[src/rtl/lbse_map.svh]
// Constants for the ladder bit stack evaluator
`ifndef LBSE_MAP_SVH
`define LBSE_MAP_SVH

// -------------------------------------------------------------
// Stack shape
// -------------------------------------------------------------
`define LBSE_STACK_DEPTH 8
`define LBSE_STACK_MSB 7
`define LBSE_STACK_RESET 8'h00
`define LBSE_FILL_BIT 1'b0

// -------------------------------------------------------------
// Bit address layout: area, byte, bit
// -------------------------------------------------------------
`define LBSE_ADDR_W 16
`define LBSE_ADDR_MSB 15
`define LBSE_ADDR_RESET 16'h0000
`define LBSE_AREA_HI 15
`define LBSE_AREA_LO 13
`define LBSE_AREA_W 3

// -------------------------------------------------------------
// Area codes
// -------------------------------------------------------------
`define LBSE_AREA_INPUT 3'h0
`define LBSE_AREA_OUTPUT 3'h1
`define LBSE_AREA_INTERNAL 3'h2

`endif

[src/rtl/lbse_pkg.sv]
// Types for the ladder bit stack evaluator
package lbse_pkg;

  // -----------------------------------------------------------
  // Instruction codes
  // -----------------------------------------------------------
  typedef enum logic [3:0] {
    LBSE_OP_IDLE,
    LBSE_OP_LOAD,
    LBSE_OP_LOAD_INV,
    LBSE_OP_DRIVE_COIL,
    LBSE_OP_DRIVE_COIL_INV,
    LBSE_OP_SERIES,
    LBSE_OP_SERIES_INV,
    LBSE_OP_PARALLEL,
    LBSE_OP_PARALLEL_INV,
    LBSE_OP_MERGE_PARALLEL,
    LBSE_OP_MERGE_SERIES
  } lbse_op_t;

  // -----------------------------------------------------------
  // Stack moves
  // -----------------------------------------------------------
  typedef enum logic [1:0] {
    LBSE_STK_HOLD,
    LBSE_STK_PUSH,
    LBSE_STK_REPLACE,
    LBSE_STK_POP
  } lbse_stack_move_t;

endpackage

[src/rtl/lbse_stack.sv]
// Bit-wide stack register of the evaluator
`timescale 1ns/1ns
`include "lbse_map.svh"

module lbse_stack
  import lbse_pkg::*;
(
  input wire logic clk,
  input wire logic resetn,
  input wire lbse_stack_move_t move,
  input wire logic new_top,
  output logic [`LBSE_STACK_MSB:0] stack_image
);

  logic [`LBSE_STACK_MSB:0] next_stack;

  // -----------------------------------------------------------
  // Shift selection
  // -----------------------------------------------------------
  wire [`LBSE_STACK_MSB:0] pushed =
    {stack_image[`LBSE_STACK_MSB-1:0], new_top};
  wire [`LBSE_STACK_MSB:0] replaced =
    {stack_image[`LBSE_STACK_MSB:1], new_top};
  wire [`LBSE_STACK_MSB:0] popped =
    {`LBSE_FILL_BIT, stack_image[`LBSE_STACK_MSB:2], new_top};

  always_comb begin
    case (move)
      LBSE_STK_PUSH: next_stack = pushed;
      LBSE_STK_REPLACE: next_stack = replaced;
      LBSE_STK_POP: next_stack = popped;
      default: next_stack = stack_image;
    endcase
  end

  always_ff @(posedge clk or negedge resetn) begin
    if (!resetn) begin
      stack_image <= `LBSE_STACK_RESET;
    end else begin
      stack_image <= next_stack;
    end
  end

endmodule

[src/rtl/lbse_evaluator.sv]
// Ladder bit stack evaluator: decode, combine, coil drive
//
// How it works
// - Plain load pushes the stack one deeper, addressed bit on top.
// - Inverted load pushes likewise, complement of addressed bit on top.
// - Plain coil write copies the top entry to the addressed bit.
// - Inverted coil write stores the complement of the top entry.
// - Coil writes target output or internal relays only, never inputs.
// - Consecutive coil writes each drive their own bit from one result.
// - Series replaces top with top AND addressed bit.
// - Any number of consecutive series contacts is accepted.
// - Inverted series replaces top with top AND NOT addressed bit.
// - Parallel replaces top with top OR addressed bit.
// - Inverted parallel replaces top with top OR NOT addressed bit.
// - Parallel contacts combine with the current top entry.
// - Parallel merge ORs top and second, then pops one place.
// - Series merge ANDs top and second, then pops one place.
// - Merges ignore the address and use only stack contents.
// - Each load, contact or merge performs exactly one step on the stack; coil writes hold it.
`timescale 1ns/1ns
`include "lbse_map.svh"

module lbse_evaluator
  import lbse_pkg::*;
(
  input wire logic clk,
  input wire logic resetn,
  input wire logic instr_valid,
  input wire lbse_op_t instr_op,
  input wire logic [`LBSE_ADDR_MSB:0] instr_addr,
  input wire logic operand_bit,
  output logic coil_we,
  output logic [`LBSE_ADDR_MSB:0] coil_addr,
  output logic coil_data,
  output logic coil_refused,
  output logic step_done,
  output logic stack_top,
  output logic stack_second,
  output logic [`LBSE_STACK_MSB:0] stack_image
);

  // -----------------------------------------------------------
  // Helpers
  // -----------------------------------------------------------
  function automatic logic [`LBSE_AREA_W-1:0] area_of(
    input logic [`LBSE_ADDR_MSB:0] addr
  );
    area_of = addr[`LBSE_AREA_HI:`LBSE_AREA_LO];
  endfunction

  function automatic logic coil_area_ok(
    input logic [`LBSE_ADDR_MSB:0] addr
  );
    coil_area_ok = (area_of(addr) == `LBSE_AREA_OUTPUT) ||
                   (area_of(addr) == `LBSE_AREA_INTERNAL);
  endfunction

  // -----------------------------------------------------------
  // Decode
  // -----------------------------------------------------------
  wire top = stack_image[0];
  wire second = stack_image[1];
  wire op_load = instr_valid && (instr_op == LBSE_OP_LOAD);
  wire op_load_inv = instr_valid && (instr_op == LBSE_OP_LOAD_INV);
  wire op_coil = instr_valid && (instr_op == LBSE_OP_DRIVE_COIL);
  wire op_coil_inv = instr_valid && (instr_op == LBSE_OP_DRIVE_COIL_INV);
  wire op_ser = instr_valid && (instr_op == LBSE_OP_SERIES);
  wire op_ser_inv = instr_valid && (instr_op == LBSE_OP_SERIES_INV);
  wire op_par = instr_valid && (instr_op == LBSE_OP_PARALLEL);
  wire op_par_inv = instr_valid && (instr_op == LBSE_OP_PARALLEL_INV);
  wire op_mpar = instr_valid && (instr_op == LBSE_OP_MERGE_PARALLEL);
  wire op_mser = instr_valid && (instr_op == LBSE_OP_MERGE_SERIES);
  wire any_coil = op_coil || op_coil_inv;
  wire coil_ok = coil_area_ok(instr_addr);
  wire known_op = op_load || op_load_inv || any_coil || op_ser ||
                  op_ser_inv || op_par || op_par_inv || op_mpar || op_mser;

  // -----------------------------------------------------------
  // Combine
  // -----------------------------------------------------------
  wire load_val = op_load_inv ? ~operand_bit : operand_bit;
  wire ser_val =
    top & (op_ser_inv ? ~operand_bit : operand_bit);
  wire par_val =
    top | (op_par_inv ? ~operand_bit : operand_bit);
  wire mpar_val = top | second;
  wire mser_val = top & second;
  wire coil_val = op_coil_inv ? ~top : top;

  lbse_stack_move_t move;
  logic new_top;

  always_comb begin
    move = LBSE_STK_HOLD;
    new_top = top;
    if (op_load || op_load_inv) begin
      move = LBSE_STK_PUSH;
      new_top = load_val;
    end else if (op_ser || op_ser_inv) begin
      move = LBSE_STK_REPLACE;
      new_top = ser_val;
    end else if (op_par || op_par_inv) begin
      move = LBSE_STK_REPLACE;
      new_top = par_val;
    end else if (op_mpar) begin
      move = LBSE_STK_POP;
      new_top = mpar_val;
    end else if (op_mser) begin
      move = LBSE_STK_POP;
      new_top = mser_val;
    end
  end

  lbse_stack u_stack (
    .clk(clk),
    .resetn(resetn),
    .move(move),
    .new_top(new_top),
    .stack_image(stack_image)
  );

  // -----------------------------------------------------------
  // Coil drive and status
  // -----------------------------------------------------------
  wire next_coil_we = any_coil && coil_ok;
  wire next_coil_refused = any_coil && !coil_ok;
  wire next_top = (move == LBSE_STK_HOLD) ? top : new_top;
  wire next_second = (move == LBSE_STK_PUSH) ? top :
                     (move == LBSE_STK_POP) ? stack_image[2] : second;

  always_ff @(posedge clk or negedge resetn) begin
    if (!resetn) begin
      coil_we <= 1'b0;
      coil_addr <= `LBSE_ADDR_RESET;
      coil_data <= 1'b0;
      coil_refused <= 1'b0;
      step_done <= 1'b0;
    end else begin
      coil_we <= next_coil_we;
      coil_refused <= next_coil_refused;
      step_done <= known_op;
      if (any_coil) begin
        coil_addr <= instr_addr;
        coil_data <= coil_val;
      end
    end
  end

  always_ff @(posedge clk or negedge resetn) begin
    if (!resetn) begin
      stack_top <= 1'b0;
      stack_second <= 1'b0;
    end else begin
      stack_top <= next_top;
      stack_second <= next_second;
    end
  end
endmodule

[config.mk]
export PLATFORM = sky130hd
export DESIGN_NAME = lbse_evaluator
export DESIGN_NICKNAME = d
export VERILOG_FILES = /design/src/rtl/lbse_pkg.sv /design/src/rtl/lbse_stack.sv /design/src/rtl/lbse_evaluator.sv
export VERILOG_INCLUDE_DIRS = /design/src /design/src/rtl
export SDC_FILE = /design/constraint.sdc
export NUM_CORES = 1
export LEC_CHECK = 0
export BUFFER_PORTS_ARGS = -buffer_cell sky130_fd_sc_hd__buf_4
export CAP_MARGIN = 20
export CORE_UTILIZATION = 43
export DETAILED_ROUTE_END_ITERATION = 8
export PLACE_DENSITY = 0.83
export SLEW_MARGIN = 10
export SYNTH_ARGS = -nofsm -noshare
export SYNTH_HDL_FRONTEND = slang
export SYNTH_SLANG_ARGS = --single-unit
[constraint.sdc]
create_clock -name clk -period 1 [get_ports clk]
set_input_delay 0 -clock clk [delete_from_list [all_inputs] [get_ports clk]]
set_output_delay 0 -clock clk [all_outputs]
set_load 0.05 [all_outputs]
* Word-level counts from Yosys, hierarchy flattened
Index checks and enable logic that the tools add are counted.
** Word-level totals
- Output and inout port bits :: 30
- Bits in registers :: 30
- Bits of input ports :: 24
- Word-level logic and storage cells :: 78
** Operators by class
- Muxes and demuxes :: 18
- Bitwise operators :: 7
- Equality and inequality tests :: 15
- Reduce and logical (&&, ||, !) cells :: 29
** Operators by type and width (number)
- 8-bit case mux with 3 select lines :: 1
- 4-bit by 3-bit == test with 1-bit output, second input constant :: 4
- 4-bit == test, second input constant :: 3
- 1-bit logical AND :: 12
- 1-bit logical OR :: 12
- 1-bit 2-to-1 mux :: 12
- 2-bit 2-to-1 mux :: 5
- 4-bit by 2-bit == test with 1-bit output, second input constant :: 2
- 2-bit == test, second input constant :: 2
- 4-bit by 1-bit == test with 1-bit output, second input constant :: 1
- 3-bit by 1-bit == test with 1-bit output, second input constant :: 1
- 3-bit by 2-bit == test with 1-bit output, second input constant :: 1
- 1-bit NOT :: 3
- 3-bit nonzero test :: 1
- 1-bit bitwise AND :: 2
- 2-bit by 1-bit == test with 1-bit output, second input constant :: 1
- 2-bit logical NOT :: 1
- 1-bit bitwise OR :: 2
- 2-bit AND reduction :: 1
- 2-bit nonzero test :: 1
- 1-bit logical NOT :: 1

* Logic depth before layout (Yosys ltp)
Gate-level depths: netlist (run 1).
- Word-level depth :: 10
- Mapped depth :: 6
- Depth with buffers taken out :: 4

* Cells and area by module
A second synthesis (run 1) with hierarchy kept.
** Second synthesis, totals
- Cells, all modules :: 126
- Area, all modules :: 1481.4 um^2
** By module, submodules not included
- lbse_evaluator :: area each 1108.6 um^2, sequential area each 550.5 um^2, cells an instance 93, instances 1
- lbse_stack :: area each 372.9 um^2, sequential area each 200.2 um^2, cells an instance 33, instances 1

* Worst setup path after synthesis (run 1)
No wires, ideal clock.
- Path kind :: reg-to-reg
- Start :: register u_stack.stack_image[1]
- End :: register stack_top
- Data arrival time :: 1.351 ns
- Stages on the path, launching flop included :: 5
- Path buffers :: 0
- Required time :: 0.910 ns
- Clock period less this slack :: 1.441 ns
- Setup slack :: -0.441 ns
- Setup time :: 0.090 ns
- Path through :: dfrtp_1 > and4bb_2 > o31ai_1 > o21ai_0 > o221ai_1
** On the way
- Longest elaborated chain between the ends :: 7
- Elaborated cells between the ends (all ways) :: 8
- Classes of those cells :: 6 x mux; 2 x bitwise
** RTL lines
- start: declaration :: line lbse_stack.sv:12 : output logic [`LBSE_STACK_MSB:0] stack_image
- start signal: assignment :: line lbse_stack.sv:38 : stack_image <= `LBSE_STACK_RESET;
- start signal: assignment :: line lbse_stack.sv:40 : stack_image <= next_stack;
- 1-bit bitwise AND :: line lbse_evaluator.sv:87 : wire mser_val = top & second;
- 1-bit 2-to-1 mux :: line lbse_evaluator.sv:108 : end else if (op_mser) begin
- 1-bit 2-to-1 mux * :: line lbse_evaluator.sv:105 : end else if (op_mpar) begin
- 1-bit 2-to-1 mux * :: line lbse_evaluator.sv:102 : end else if (op_par || op_par_inv) begin
- 1-bit 2-to-1 mux * :: line lbse_evaluator.sv:99 : end else if (op_ser || op_ser_inv) begin
- 1-bit 2-to-1 mux * :: line lbse_evaluator.sv:96 : if (op_load || op_load_inv) begin
- 1-bit 2-to-1 mux * :: line lbse_evaluator.sv:127 : wire next_top = (move == LBSE_STK_HOLD) ? top : new_top;
- via next_top :: line lbse_evaluator.sv:127
- end signal: assignment :: line lbse_evaluator.sv:154 : stack_top <= next_top;
- end: declaration :: line lbse_evaluator.sv:37 : output logic stack_top,
Mark *: on every way through the listed nets, which the timed path passes. The rest lies on a longest branch.
A chain may end at the register's enable or synchronous reset.

* Final worst setup path (run 1)
Ends and elaborated chain as after synthesis.

==> results of run 1 <==
==> power groups by stage <==
stage               Sequential, mW  Clock, mW  Combinational, mW
floorplan                     2.78          0              0.465
CTS                           1.74       1.30               2.34
global placement              1.74          0               2.23
finish                        1.77       1.30               2.45
detailed placement            1.76          0               2.27
global route                  1.80       1.37               2.56
==> cell families (layout without fill, tap and decap cells) <==
group | Yosys count | after routing | share of synthesized area
AO/OA/AOI/OAI | 24 | 24 | 0.0998
XOR/XNOR | 2 | 2 | 0.0124
buffers and inverters | 9 | 94 | 0.0362
flip-flops | 30 | 30 | 0.530
multiplexers | 22 | 22 | 0.191
AND/OR/NAND/NOR | 31 | 31 | 0.131
==> timing repair <==
action	4_1_cts	5_1_grt
setup endpoints to repair	4	9
hold endpoints to repair	49	0
hold buffers	18	0
buffers inserted	0	1
gates resized for setup	2	7
==> synth_stat cells <==
library cell   n
a21oi_1       12
and2b_1        1
and3_1         1
and4bb_2       1
buf_2          4
buf_4          1
buf_6          1
clkbuf_2       1
dfrtp_1       30
inv_1          2
mux2_2         8
mux2_4         8
mux2i_1        6
nand2_1        4
nand2_4        1
nand2b_1       3
nand3b_1       3
nand4b_1       1
nor2_1         8
nor2b_1        1
nor3_1         2
nor3b_1        3
o21ai_0        5
o21ai_2        1
o221ai_1       2
o22ai_1        1
o31ai_1        2
o32ai_1        1
or2b_1         1
or3_1          1
xnor2_1        1
xor2_1         1
==> path summary, 6_finish.rpt <==
path	from	to	slack, ps	depth (start not counted)
min	operand_bit	u_stack.stack_image[0]	60	3
min in group asynchronous	resetn	coil_addr[11]	110	2
max	u_stack.stack_image[1]	stack_top	-170	5
min reg2reg	coil_addr[15]	coil_addr[15]	530	1
max reg2reg	u_stack.stack_image[1]	stack_top	-170	5
max in group asynchronous	resetn	u_stack.stack_image[1]	600	2
==> routing by layer <==
layer / up-vias / global-route usage / wire (um)
met5: - / 0 / 0
met4: 0 / 0.109 / 68
met3: 8 / 0.0786 / 219
met2: 47 / 0.424 / 2050
met1: 623 / 0.253 / 1480
li1: 588 / - / -
==> registers in the layout, indices dropped and copies added (netlist names) <==
| register | flops |
|---|---|
| coil_addr | 16 |
| u_stack.stack_image | 8 |
| coil_data | 1 |
| coil_refused | 1 |
| coil_we | 1 |
| stack_second | 1 |
| stack_top | 1 |
| step_done | 1 |
==> through the flow <==
| step | setup WS [ps] | TNS (ps) | hold slack, ps | cell area, um2 | std cells |
|---|---|---|---|---|---|
| 2_1_floorplan | -221 | -610 | -296 | 1430 | 118 |
| 3_3_place_gp | -88.4 | -1460 | -59.0 | 1930 | 220 |
| 3_5_place_dp | -131 | -1980 | -55.9 | 1930 | 220 |
| 4_1_cts | -134 | -326 | 57.9 | 2230 | 246 |
| 5_1_grt | -196 | -616 | 72.2 | 2270 | 247 |
| 6_report | -169 | -488 | 59.0 | 2270 | 247 |
==> final cells by class <==
class                   instances  area (um2)
fillers                       182         812
flip-flops and latches         30         754
repair buffers                 84         718
multi-input cells              79         619
clock inverters                 2        60.1
well taps                      44        55.1
clock buffers                   6        51.3
inverters                       2        7.51
==> worst register-to-register path, cell delays in order (launching register included) <==
cell and delay [ps]:
dfrtp_2 430, buf_4 150, nand2_1 70, o31ai_1 70, a21oi_1 200, o221ai_1 130
==> results.toml, run 1 <==
[placement]
gp_congestion = 0.830
io_buffers = 53
detailed_place_hpwl_um = 2250

[floorplan]
die_area_um2 = 3530
dieWidth_um = 59.4
die_y_um = 59.4
coreArea_um2 = 3080
rows = 20
io_pins = 54
initial_core_util = 0.460

[global_route]
grt.total_usage = 0.238
grt_overflow_total = 0
grt_pass1_wl_um = 5920
grt_max_degree = 31
first_global_vias = 1284
antenna_found_initial = 0

[cts]
tritoncts = "built"
cts_buffer_depth = 2
cts_max_level = 2
root_buffer = "clkbuf_4"
cts_buffers = 5
clkSinkCount = 30
cts.clk_slew.worst_paths_ps = 100
clock_latency_ps = 330

[critical_path]
cp_slowest_cell = "dfrtp_2"
crit_chain = "buf_4 -> nand2_1 -> o31ai_1 -> a21oi_1 -> o221ai_1"
crit_fanout = 3
crit_path_start_kind = "flip-flop"
crit_required_ps = 1210
critPathArrivalTime_ps = 1370
worstSetupPathType = "flip-flop to flip-flop"
path_buf_inv = 1
cpLargestDelayFamily = "flip-flops"
critPathMaxStageDelay_ps = 430
end_kind = "flip-flop"

[pwr]
p_per_area_nw_per_um2 = 2430
switchingPower_mw = 2.23
ir_worst_vdd_uv = 2090
combPwrFrac = 0.444
p_leak_nw = 1.09
seq_power_share = 0.321
total_power_mw = 5.52
p_sw_frac = 0.404
clockPowerShare = 0.235
p_int_mw = 3.29

[cells_and_area]
final_common_cell = "buf_4"
final_nets = 226
final_layout_size_suffix_gt1_frac = 0.478
final_core_util = 0.736
layout_common_cells = "buf_4, dfrtp_1, dlygate4sd3_1"
insertedDiodeCount = 0
area_growth_pct = 60.0

[detailed_routing]
drc = 0
vias_per_cell = 5.13
antenna_left = 0
drt_pass1_iterations = 4
vias = 1266
drt-total-wl_um = 3820
wire_per_inst_um = 15.5
drt_iter0_drc = 47

[synthesis]
synth_area_per_cell_um2 = 12.0
synth.top_cell.area_share = 0.530
ys_ff_latch = 30
synth_area_um2 = 1420
synth_top_area_cell = "dfrtp_1"
ys_seq_area_frac = 0.530
ys_warn_count = 0
synthTopCellsByArea = "dfrtp_1, mux2_4, mux2_2, a21oi_1, mux2i_1"
synthCells = 118
syn_nets = 142
synth_cell_types = 32

[timing]
slew_headroom = 0.758
tightestPinTransition_ps = 364
fin_ws_ps = -169
max_freq_mhz = 856
fin_crit_ps = 1170
rsz0062_at_grt = "true"
period_share = 1.17
finalSetupViolations = 3
finalMaxSlewViolations = 0
finalHoldViolCount = 0
fin_skew_ps = 5.63

[outcome]
violations = "negative setup slack"
outcome = "finished, violations left"

[min_path]
min-delay-path-class = "primary input to flip-flop"

[run]
maxCapViolations = 0
No activity file was read; power rests on OpenSTA's default activity.
==> run 2, diff against run 1 <==
--- a/config.mk
+++ b/config.mk
@@ -11,7 +11,7 @@
 export CORE_UTILIZATION = 43
 export DETAILED_ROUTE_END_ITERATION = 8
 export PLACE_DENSITY = 0.83
-export SLEW_MARGIN = 10
+export SLEW_MARGIN = 15
 export SYNTH_ARGS = -nofsm -noshare
 export SYNTH_HDL_FRONTEND = slang
 export SYNTH_SLANG_ARGS = --single-unit
==> constraint.sdc (replaced) <==
create_clock -name clk -period 1 [get_ports clk]
set_input_delay 0.1 -clock clk [delete_from_list [all_inputs] [get_ports clk]]
set_output_delay 0.1 -clock clk [all_outputs]
set_load 0.05 [all_outputs]
==> run 2 against run 1 <==
The flow still finishes with violations (negative setup slack); clock power down 41%; combinational power grew 14%; sequential share of layout area decreased by 1.1 points; via count grew 3.9%; global-route usage is 0.51 points higher; worst setup slack improved by 15 ps; utilization rose by 2.4 points; sequential power about the same; routed wire length rose by 4.2%; critical path depth shrank 1; die area is the same; critical endpoint unchanged; highest routed layer unchanged.
==> results.toml, run 2 (same netlist as run 1, synthesis figures left out) <==
[outcome]
violations = "negative setup slack"
outcome = "finished, violations left"

[detailed_routing]
drt_pass1_iterations = 4
wire_per_inst_um = 15.8
vias = 1315
drt_iter0_drc = 24
antenna_left = 0
vias_per_cell = 5.22
drc = 0
drt-total-wl_um = 3980

[cells_and_area]
final_nets = 231
final_core_util = 0.761
largest_reg_flops = 16
regMostFlops = "coil_addr"
final_area_um2 = 2340
area_growth_pct = 65.3
layout_common_cells = "buf_4, buf_6, dfrtp_1"
nFillCells = 170
final_common_cell = "buf_4"
largestRegisters = "coil_addr: 16 flops, u_stack.stack_image: 8 flops"
insertedDiodeCount = 0
final_layout_size_suffix_gt1_frac = 0.524

[timing]
rsz0062_at_grt = "true"
tightestPinTransition_ps = 371
finalMaxSlewViolations = 0
finalHoldViolCount = 0
slew_headroom = 0.753
fin_crit_ps = 1150
fin_ws_ps = -154
fin_skew_ps = 6.10
period_share = 1.15
finalSetupViolations = 15
max_freq_mhz = 866

[placement]
dpl_cell_area_um2 = 1960
detailed_place_hpwl_um = 2280
io_buffers = 53
gp_congestion = 0.857
dp_slack_ps = -212

[pwr]
switchingPower_mw = 2.29
clockPowerShare = 0.144
combPwrFrac = 0.525
total_power_mw = 5.34
ir_worst_vdd_uv = 1390
p_leak_nw = 1.12
seq_power_share = 0.331
p_per_area_nw_per_um2 = 2280
p_sw_frac = 0.429
p_int_mw = 3.05

[critical_path]
crit_path_start_kind = "flip-flop"
reg2regPathDepth = 4
crit_required_ps = 1200
worstSetupPathType = "flip-flop to flip-flop"
end_kind = "flip-flop"
critPathArrivalTime_ps = 1360
crit_fanout = 4

[cts]
cts_buffers = 5
clock_latency_ps = 330
tritoncts = "built"
cts_max_level = 2
cts_buffer_depth = 2
cts.clk_slew.worst_paths_ps = 100
root_buffer = "clkbuf_4"
clkSinkCount = 30

[floorplan]
initial_core_util = 0.460
io_pins = 54
rows = 20
die_y_um = 59.4
die_area_um2 = 3530
dieWidth_um = 59.4
coreArea_um2 = 3080

[global_route]
first_global_vias = 1361
antenna_found_initial = 0
grt_max_degree = 31
grt_pass1_wl_um = 6170
grt_overflow_total = 0
grt.total_usage = 0.243

[min_path]
min-delay-path-class = "primary input to flip-flop"
hold_depth = 2

[run]
maxCapViolations = 0
[run 2: cell type report]
| class | instances | area [um2] | share of cell area |
|---|---|---|---|
| inverters | 2 | 7.51 | 0.00321 |
| clock buffers | 7 | 55.1 | 0.0235 |
| repair buffers | 89 | 833 | 0.356 |
| flip-flops and latches | 30 | 754 | 0.322 |
| multi-input cells | 79 | 631 | 0.269 |
| well taps | 44 | 55.1 | 0.0235 |
| clock inverters | 1 | 5.00 | 0.00214 |
[run 2: routing by layer]
metal / wire length [um] / up-vias / track usage
met1: 1510 / 647 / 0.274
met2: 2140 / 57 / 0.419
met4: 87 / 0 / 0.102
met3: 237 / 13 / 0.0808
li1: - / 598 / -
met5: 0 / - / 0
[run 2: power groups by stage]
stage / registers (mW) / logic [mW] / clock network (mW)
2_1_floorplan: 2.78 / 0.465 / 0
3_3_place_gp: 1.75 / 2.23 / 0
3_5_place_dp: 1.76 / 2.28 / 0
4_1_cts: 1.74 / 2.69 / 0.767
5_1_grt: 1.79 / 2.93 / 0.851
6_report: 1.77 / 2.80 / 0.770
[run 2: per-stage QoR]
stage | setup TNS, ps | cells | hold WS (ps)
global route | -1500 | 252 | 2.27
detailed placement | -4870 | 222 | 46.0
finish | -695 | 252 | 11.1
floorplan | -1410 | 118 | -196
CTS | -604 | 247 | 0.340
global placement | -4070 | 222 | 38.5
[run 2: worst max-delay path, cell delays in order (launching register included)]
cell and delay [ps]:
dfrtp_2 440, and4bb_2 300, o31ai_1 60, o21ai_1 100, o221ai_1 130
[run 2: path summary, 6_finish.rpt]
path,from,endpoint,slack [ps]
worst max-delay path,u_stack.stack_image[1],stack_top,-150
worst min register to register,coil_addr[10],coil_addr[10],550
worst max register to register,u_stack.stack_image[1],stack_top,-150
min in group asynchronous,resetn,u_stack.stack_image[7],220
worst min-delay path,instr_addr[12],coil_addr[12],10
max in group asynchronous,resetn,u_stack.stack_image[1],480
[run 2: timing repair]
| action | in CTS | in global routing |
|---|---|---|
| pin swaps | 0 | 1 |
| hold buffers | 8 | 3 |
| gates resized for setup | 25 | 8 |
| setup endpoints to repair | 28 | 35 |
| setup buffers | 9 | 2 |
| endpoints found under the hold margin | 37 | 3 |
==> run 3, diff against run 2 <==
--- a/config.mk
+++ b/config.mk
@@ -8,7 +8,9 @@
 export LEC_CHECK = 0
 export BUFFER_PORTS_ARGS = -buffer_cell sky130_fd_sc_hd__buf_4
 export CAP_MARGIN = 20
+export CORE_MARGIN = 2
 export CORE_UTILIZATION = 43
+export CTS_CLUSTER_SIZE = 10
 export DETAILED_ROUTE_END_ITERATION = 8
 export PLACE_DENSITY = 0.83
 export SLEW_MARGIN = 15
==> run 3 against run 2 <==
The run still ends with negative setup slack left; largest cell class is now flip-flops and latches; highest routed layer unchanged; clock skew increased by 1.4 ps; clock power up 13%; via count shrank 7.6%; utilization decreased by 3.8 points; sequential share of layout area is 1.4 points higher; cell count down 4.8%; die area is 6.8% higher; critical path type unchanged.
==> results.toml, run 3 (same netlist as run 1, synthesis figures left out) <==
[timing]
period_share = 1.16
finalHoldViolCount = 0
max_freq_mhz = 861
tightestPinTransition_ps = 380
fin_skew_ps = 7.48
setup_tns_ps = -478
rsz0062_at_grt = "true"
fin_ws_ps = -162
slew_headroom = 0.747
fin_crit_ps = 1160
finalSetupViolations = 5
finalMaxSlewViolations = 0

[cells_and_area]
final_common_cell = "buf_4"
final_nets = 219
largestRegisters = "coil_addr: 16 flops, u_stack.stack_image: 8 flops"
insertedDiodeCount = 0
area_growth_pct = 58.2
nFillCells = 231
largest_reg_flops = 16
final_layout_size_suffix_gt1_frac = 0.566
layout_common_cells = "buf_4, buf_6, dfrtp_1"
regMostFlops = "coil_addr"
stdcell_count = 240

[min_path]
hold_depth = 2
min-delay-path-class = "primary input to flip-flop"

[pwr]
ir_worst_vdd_uv = 1360
p_per_area_nw_per_um2 = 2390
p_leak_nw = 1.08

[cts]
tritoncts = "built"
cts_max_level = 2
cts_buffers = 5
cts_buffer_depth = 2
cts.clk_slew.worst_paths_ps = 90
clock_latency_ps = 310
clkSinkCount = 30
root_buffer = "clkbuf_4"

[critical_path]
worstSetupPathType = "flip-flop to flip-flop"
rr_endpoint = "stack_top"
end_kind = "flip-flop"
crit_fanout = 3
critical_path.endpoint = "stack_top"
critPathMaxStageDelay_ps = 430
r2r_slack_ps = -160
crit_chain = "and4bb_2 -> o31ai_1 -> o21ai_1 -> o221ai_1"
reg2regPathDepth = 4
crit_path_start_kind = "flip-flop"
cp_slowest_cell = "dfrtp_2"
crit_required_ps = 1170
crit_start = "u_stack.stack_image[1]"
worstReg2RegStart = "u_stack.stack_image[1]"
critPathArrivalTime_ps = 1330

[detailed_routing]
drt-total-wl_um = 3500
antenna_left = 0
drt_iter0_drc = 41
vias_per_cell = 5.06
drt_pass1_iterations = 4
drc = 0
wire_per_inst_um = 14.6
vias = 1215

[placement]
detailed_place_hpwl_um = 2310
io_buffers = 53
dp_slack_ps = -263
place_inst = 219
gp_congestion = 0.877

[floorplan]
io_pins = 54
dieWidth_um = 61.4
initial_core_util = 0.456
die_area_um2 = 3770
coreArea_um2 = 3100
rows = 20
die_y_um = 61.4

[outcome]
outcome = "finished, violations left"
violations = "negative setup slack"

[global_route]
grt_overflow_total = 0
grt_pass1_wl_um = 5150
grt.total_usage = 0.187
grt_max_degree = 31
first_global_vias = 1164
antenna_found_initial = 0

[run]
maxCapViolations = 0
==> run 3: cell count changes in the layout (fill, tap and decap cells not counted), moves of 2 or more <==
| cell | change |
|---|---|
| dlygate4sd3_1 | -8 |
| buf_6 | -2 |
| buf_12 | -2 |
| clkbuf_8 | +2 |
==> run 3: critical path, delay by kind of cell (launching register included) <==
| kind | cells | cell delay [ps] |
|---|---|---|
| AO/OA/AOI/OAI | 3 | 310 |
| AND/OR/NAND/NOR | 1 | 290 |
| flip-flops | 1 | 430 |
==> run 3: routing by layer <==
metal / GRT usage / part of all wire / up-vias
met3: 0.0588 / 0.081 / 8
li1: - / - / 569
met1: 0.233 / 0.40 / 577
met4: 0.0669 / 0.014 / 0
met5: 0 / 0 / -
met2: 0.309 / 0.50 / 61
==> run 3: area by class of cell <==
cell class | count | area, um2 | area share
Tap cell | 44 | 55.1 | 0.0246
Clock buffer | 8 | 78.8 | 0.0352
Multi-Input combinational cell | 79 | 654 | 0.292
Inverter | 2 | 7.51 | 0.00335
Timing Repair Buffer | 77 | 691 | 0.308
Sequential cell | 30 | 754 | 0.337
==> run 3: power breakdown <==
group	total, mW	internal [mW]	switching, mW	leakage [nW]
Clock	0.869	0.480	0.389	0.0446
Combinational	2.73	1.14	1.59	0.682
Sequential	1.76	1.52	0.246	0.349
==> run 3: what timing repair did <==
action	in CTS	in global routing
endpoints found under the hold margin	32	0
gates resized for setup	19	17
hold buffers	3	0
buffers inserted	6	4
gates cloned	0	0
pin swaps	1	3
setup endpoints to repair	23	31
==> run 3: worst min-delay path by stage <==
| stage | start | to |
|---|---|---|
| 2_1_floorplan | resetn | coil_addr[0] |
| 3_3_place_gp | resetn | coil_refused |
| 3_5_place_dp | resetn | coil_refused |
| 4_1_cts | instr_addr[6] | coil_addr[6] |
| 5_1_grt | instr_addr[1] | coil_addr[1] |
| 6_report | instr_addr[6] | coil_addr[6] |
==> run 3: through the flow <==
stage	power (mW)	utilization	hold WS, ps	cell area [um2]
2_1_floorplan	3.24	-	-196	1430
3_3_place_gp	3.96	0.616	35.7	1910
3_5_place_dp	4.02	0.616	47.0	1910
4_1_cts	5.20	0.689	5.14	2140
5_1_grt	5.58	0.722	3.28	2240
6_report	5.36	0.722	15.5	2240
